**config.mk**
```make
export PLATFORM = sky130hd
export DESIGN_NAME = bus_xcvr
export DESIGN_NICKNAME = d
export VERILOG_FILES = /design/src/xcvr_pkg.sv /design/src/bus_xcvr.sv
export VERILOG_INCLUDE_DIRS = /design/src
export SDC_FILE = /design/constraint.sdc
export NUM_CORES = 1
export LEC_CHECK = 0
export BUFFER_PORTS_ARGS = -buffer_cell sky130_fd_sc_hd__buf_4
export CORE_MARGIN = 2
export CORE_UTILIZATION = 55
export DETAILED_ROUTE_END_ITERATION = 12
export PLACE_DENSITY = 0.78
export SYNTH_ARGS = -nofsm -noshare
export SYNTH_HDL_FRONTEND = slang
export SYNTH_SLANG_ARGS = --single-unit
```
**constraint.sdc**
```tcl
create_clock -name clk -period 2.45 [get_ports clk]
set_input_delay 0.6125 -clock clk [delete_from_list [all_inputs] [get_ports clk]]
set_output_delay 0.6125 -clock clk [all_outputs]
set_load 0.05 [all_outputs]
```
**src/xcvr_map.svh**
```systemverilog
// constants for the registered octal bus transceiver
`ifndef XCVR_MAP_SVH
`define XCVR_MAP_SVH
`define WORD_W 8
`define LOG_DEPTH 4
`define DRIVE_OFF_RESET 1'h0
`endif

```
**src/xcvr_pkg.sv**
```systemverilog
// types shared by the transceiver
`default_nettype none
`include "xcvr_map.svh"
package xcvr_pkg;
    typedef logic [`WORD_W-1:0] word_t;
    typedef enum logic [1:0] {
        MODE_ISOLATE,
        MODE_A_TO_B,
        MODE_B_TO_A,
        MODE_BOTH
    } drive_mode_t;
endpackage : xcvr_pkg
`default_nettype wire

```
**src/bus_xcvr.sv**
```systemverilog
// registered octal bus transceiver with capture log fifo
`timescale 1ns/10ps
`default_nettype none
`include "xcvr_map.svh"

module capture_fifo #(
    parameter int WIDTH = 18,
    parameter int DEPTH = `LOG_DEPTH
) (
    input wire logic clk,               // system clock
    input wire logic rst,               // sync reset, high
    input wire logic in_valid,          // push request
    output logic in_ready,              // room for a word
    input wire logic [WIDTH-1:0] in_data, // pushed word
    output logic out_valid,             // word available
    input wire logic out_ready,         // consumer takes word
    output logic [WIDTH-1:0] out_data   // head word
);
    localparam int AW = (DEPTH > 1) ? $clog2(DEPTH) : 1;
    logic [WIDTH-1:0] mem [DEPTH];
    logic [AW-1:0] wr_ptr_reg;
    logic [AW-1:0] rd_ptr_reg;
    logic [AW:0] count_reg;
    logic push;
    logic pop;

    assign in_ready = (count_reg != (AW+1)'(DEPTH));
    assign out_valid = (count_reg != '0);
    assign out_data = mem[rd_ptr_reg];
    assign push = in_valid && in_ready;
    assign pop = out_valid && out_ready;

    always_ff @(posedge clk) begin
        if (push) begin
            mem[wr_ptr_reg] <= in_data;
        end
    end

    always_ff @(posedge clk) begin
        if (rst) begin
            wr_ptr_reg <= '0;
            rd_ptr_reg <= '0;
            count_reg <= '0;
        end else begin
            if (push) begin
                wr_ptr_reg <= (wr_ptr_reg == AW'(DEPTH-1)) ? '0
                              : wr_ptr_reg + AW'(1);
            end
            if (pop) begin
                rd_ptr_reg <= (rd_ptr_reg == AW'(DEPTH-1)) ? '0
                              : rd_ptr_reg + AW'(1);
            end
            count_reg <= count_reg + (AW+1)'(push) - (AW+1)'(pop);
        end
    end
endmodule : capture_fifo

module bus_xcvr #(
    parameter int WIDTH = `WORD_W
) (
    input wire logic clk,                        // 100 MHz clock
    input wire logic rst,                        // sync reset, high
    input wire logic [WIDTH-1:0] a_in,           // port a pin level
    output logic [WIDTH-1:0] a_out,              // port a drive value
    output logic a_oe,                           // port a driven
    input wire logic [WIDTH-1:0] b_in,           // port b pin level
    output logic [WIDTH-1:0] b_out,              // port b drive value
    output logic b_oe,                           // port b driven
    input wire logic a_capture_clock,            // loads a register
    input wire logic b_capture_clock,            // loads b register
    input wire logic b_side_drive_enable,        // high drives b
    input wire logic a_side_drive_enable_n,      // low drives a
    input wire logic b_out_source_select,        // 1: stored a to b
    input wire logic a_out_source_select,        // 1: stored b to a
    output logic [WIDTH-1:0] a_stored_word,      // a storage register
    output logic [WIDTH-1:0] b_stored_word,      // b storage register
    output xcvr_pkg::drive_mode_t bus_mode,      // current drive mode
    output logic log_valid,                      // capture log word
    input wire logic log_ready,                  // log consumer ready
    output logic log_a_hit,                      // entry holds a capture
    output logic log_b_hit,                      // entry holds b capture
    output logic [WIDTH-1:0] log_a_word,         // captured a word
    output logic [WIDTH-1:0] log_b_word,         // captured b word
    output logic log_space                       // log can take a word
);
    localparam int LW = 2 + 2 * WIDTH;
    // pins are asynchronous: two flops before use
    logic [WIDTH-1:0] a_s1, a_s2, b_s1, b_s2;
    logic [5:0] ctl_s1, ctl_s2;
    logic ca_s3, cb_s3;
    logic ca_edge, cb_edge;
    logic [WIDTH-1:0] a_store_next, b_store_next;
    logic f_in_ready, f_out_valid;
    logic [LW-1:0] f_out_data;
    logic log_take;

    always_ff @(posedge clk) begin
        a_s1 <= a_in;
        b_s1 <= b_in;
        ctl_s1 <= {a_capture_clock, b_capture_clock, b_side_drive_enable,
                   a_side_drive_enable_n, b_out_source_select,
                   a_out_source_select};
        a_s2 <= a_s1;
        b_s2 <= b_s1;
        ctl_s2 <= ctl_s1;
        ca_s3 <= ctl_s2[5];
        cb_s3 <= ctl_s2[4];
    end

    // data and clock share sync depth, so setup at the pins carries over
    // rising edge detect
    assign ca_edge = ctl_s2[5] && !ca_s3;
    assign cb_edge = ctl_s2[4] && !cb_s3;
    assign a_store_next = ca_edge ? a_s2 : a_stored_word;
    assign b_store_next = cb_edge ? b_s2 : b_stored_word;

    always_ff @(posedge clk) begin
        a_stored_word <= a_store_next;
        b_stored_word <= b_store_next;
    end

    always_ff @(posedge clk) begin
        if (rst) begin
            b_oe <= `DRIVE_OFF_RESET;
            a_oe <= `DRIVE_OFF_RESET;
        end else begin
            b_oe <= ctl_s2[3];
            a_oe <= !ctl_s2[2];
        end
    end

    always_ff @(posedge clk) begin
        if (rst) begin
            bus_mode <= xcvr_pkg::MODE_ISOLATE;
        end else begin
            case ({ctl_s2[3], !ctl_s2[2]})
                2'h0: bus_mode <= xcvr_pkg::MODE_ISOLATE;
                2'h1: bus_mode <= xcvr_pkg::MODE_B_TO_A;
                2'h2: bus_mode <= xcvr_pkg::MODE_A_TO_B;
                default: bus_mode <= xcvr_pkg::MODE_BOTH;
            endcase
        end
    end

    // source selects, new word shows at once
    always_ff @(posedge clk) begin
        b_out <= ctl_s2[1] ? a_store_next : a_s2;
        a_out <= ctl_s2[0] ? b_store_next : b_s2;
    end

    // a full log drops captures; the pins cannot be stalled
    capture_fifo #(.WIDTH(LW), .DEPTH(`LOG_DEPTH)) u_log (
        .clk(clk),
        .rst(rst),
        .in_valid(ca_edge || cb_edge),
        .in_ready(f_in_ready),
        .in_data({ca_edge, cb_edge, a_s2, b_s2}),
        .out_valid(f_out_valid),
        .out_ready(log_take),
        .out_data(f_out_data)
    );

    // output stage is a one-word pipeline holding register; log_ready reaches the fifo pop directly
    assign log_take = f_out_valid && (!log_valid || log_ready);

    always_ff @(posedge clk) begin
        if (rst) begin
            log_valid <= 1'h0;
            log_space <= 1'h0;
            log_a_hit <= 1'h0;
            log_b_hit <= 1'h0;
            log_a_word <= '0;
            log_b_word <= '0;
        end else begin
            log_space <= f_in_ready;
            if (log_take) begin
                log_valid <= 1'h1;
                {log_a_hit, log_b_hit, log_a_word, log_b_word} <= f_out_data;
            end else if (log_ready) begin
                log_valid <= 1'h0;
            end
        end
    end
endmodule : bus_xcvr
`default_nettype wire

```
==> reports/qor.csv <==
metric;value;unit
status;finished, final reports clean;
Worst path depth;10;
static leakage;2.76;nW
critical path launch point type;register;
1st-iter DRT viols;132;
CTS max path bufs;2;
data arrival time of the worst path;2.55;ns
synthesized area;5720;sq um
P per Cell Area;1220;nW/um^2
Top reg by flops;u_log.mem;
final RePlAce weighted congestion;0.705;
DRC errors left;0;
clock-pin transition on the worst setup and hold timing paths;0.07;ns
antenna violations before repair;0;
setup TNS after final layout;0;ns
Worst Setup SP;u_log.count_reg[1];
fillers;661;
Post-synth EDFFs;72;
die height;106;um
Post-CTS Setup Bufs;0;
final WL;9.26;mm
share of cells above drive strength 1;41.2;%
final worst path period share;87.0;%
FP Rows;37;
post-cts resize count;0;
Worst VDD drop;616;uV
Layout Cells excl Fill;556;
die width;106;um
IO Count;81;
slowest stage delay, CP;0.48;ns
Initial Util;55.9;%
RSZ-0062 raised after global routing;no;
via count;2810;
DR WL/cell;16.6;um
share of the synthesized area in the top cell type;38.1;%
crit path time final;2.13;ns
final HPWL from detailed placement;5.70;mm
reg2reg start;u_log.count_reg[1];
TritonCTS buffer count;17;
Synth area leaders;dfxtp_1 (38%), edfxtp_1 (38%), mux4_2 (7.1%), mux2_2 (6.3%), a22o_1 (2.8%);
CP Capture Type;register;
grt peak-use layer;met2;
Yosys reg bits;181;
Hold Path Class;input port to register;
Req. time, crit path;2.87;ns
core box area;10200;sq um
Max Cap Viol;0;
met2 Track Usage GR;28.9;%
fmax;469;MHz
Syn Inst Count;311;
vias in the first global route;2848;
TritonCTS clock tree;done;
asr flop ratio synth;0;%
Total GRT Usage;17.7;%
mean post-synth cell area;18.4;sq um
critical path's slowest cell;dfxtp_1;
Post-CTS Hold Buffers;0;
Worst Path Buf+Inv;2;
Worst-Margin Slew;0.917;ns
Clock Skew;0.00984;ns
# diodes;0;
Final setup viols;0;
total gr overflow;0;
Slew Limit Fails;0;
drt first pass iters;6;
maximum net fanout on the critical path;5;
max reg flops;72;
r2r setup slk;0.32;ns
vias per inst;5.05;
synth-to-layout area growth;23.3;%
met3 Use GR;4.72;%
Final Net Count;440;
global-route wire length before repair;14.6;mm
antenna violation net count after detailed routing;0;
syn_nets;344;
worst r2r dst;u_log.count_reg[2];
Skew-Pair Late Insertion Delay;0.52;ns
Synth Flop Type;dfxtp_1;
Num Clock Sinks;181;
Global Route met1 Usage;22.2;%
crit path kind;register to register;
worst relative slew slack;38.8;%
crit-path cells;nor3_4, a21oi_4, ha_1, inv_1, ha_1, inv_1, fa_1, xor2_1, xnor2_1, nor2_1;
Root Driver;clkbuf_8;
cell taking the most area after synthesis;dfxtp_1;
Final Hold Viols;0;
CP top delay family;adder cells;
PortBufs;80;
largest net degree at the start of global routing;22;
Die ar.;11200;sq um
Netlist cell types;27;
H-Tree Depth;4;
worst r2r path cells;10;
Yosys warnings;0;
Setup crit end;u_log.count_reg[2];
Seq/Total Area, Yosys;75.9;%
dpl cells;524;
-- worst register-to-register path: stages (launching register included) --
cell,delay (ns)
dfxtp_1,0.48
nor3_4,0.09
a21oi_4,0.20
ha_1,0.26
inv_1,0.06
ha_1,0.15
inv_1,0.06
fa_1,0.37
xor2_1,0.17
xnor2_1,0.13
nor2_1,0.05
-- report_power, final --
part | internal, mW | switching (mW) | total (mW)
registers | 3.56 | 0.262 | 3.82
clock network | 1.32 | 1.13 | 2.45
logic | 0.932 | 1.42 | 2.35
total | 5.81 | 2.80 | 8.61
-- placed cells by master (no fill, tap or decap), types with 2 or more instances in the layout --
master	Yosys	layout
nor2_1	11	11
mux2i_1	4	4
and2_1	4	4
ha_1	7	7
clkbuf_16	0	17
a22o_1	18	18
clkinv_4	0	4
nor2b_1	5	5
buf_4	1	86
mux2_2	32	32
a21oi_1	2	2
inv_1	6	6
buf_12	0	3
clkinv_2	0	2
nand2b_1	2	2
inv_6	0	4
dfxtp_1	109	109
mux4_2	18	18
edfxtp_1	72	72
-- through the flow --
stage	hold WS, ns	power (mW)	area, sq um	worst slack, ns	util (%)
6_report	0.188	8.61	7060	0.318	69.0
5_1_grt	0.159	8.97	7060	0.163	69.0
4_1_cts	0.163	8.69	7060	0.311	69.0
3_5_place_dp	0.312	6.25	6520	0.0954	63.7
3_3_place_gp	0.311	6.19	6520	0.173	63.7
2_1_floorplan	0.310	5.60	5720	0.292	-
-- worst min path at each step --
stage | start | end | cells after the start
CTS | a_in[7] | a_s1[7] | 1
global placement | ctl_s1[0] | ctl_s2[0] | 0
floorplan | a_s1[0] | a_s2[0] | 0
finish | b_in[6] | b_s1[6] | 1
detailed placement | a_s1[2] | a_s2[2] | 0
global route | a_in[0] | a_s1[0] | 1
-- kinds of logic after synthesis --
group	Yosys count	synth area share, %
xor gates and xnor gates	2	0.306
muxes	54	14.1
adders and majority gates	8	1.88
DFF	181	75.9
AOI/OAI and AO/OA	22	3.48
buffers and inverters	18	1.84
and+or+nand+nor	26	2.51
-- cell type report --
class / instances / area (sq um) / area share [%]
clock buffers: 19 / 443 / 6.28
clock inverters: 13 / 97.6 / 1.38
inverters: 6 / 22.5 / 0.319
multi-input cells: 112 / 1270 / 18.0
flip-flops and latches: 181 / 4340 / 61.6
well taps: 136 / 170 / 2.41
repair buffers: 89 / 706 / 10.0
-- layer usage --
| layer | up-vias | part of all wire, % | wire [um] |
|---|---|---|---|
| met2 | 83 | 51 | 4730 |
| met1 | 1368 | 42 | 3880 |
| met5 | - | 0 | 0 |
| met4 | 0 | 1.5 | 139 |
| met3 | 14 | 5.4 | 500 |
| li1 | 1345 | - | - |
-- Yosys cell counts (2+ instances only) --
| cell | number |
|---|---|
| dfxtp_1 | 109 |
| edfxtp_1 | 72 |
| mux2_2 | 32 |
| a22o_1 | 18 |
| mux4_2 | 18 |
| nor2_1 | 11 |
| ha_1 | 7 |
| buf_2 | 6 |
| inv_1 | 6 |
| nor2b_1 | 5 |
| and2_1 | 4 |
| mux2i_1 | 4 |
| a21oi_1 | 2 |
| buf_6 | 2 |
| clkbuf_1 | 2 |
| nand2b_1 | 2 |
(Power assumes the default switching activity.)
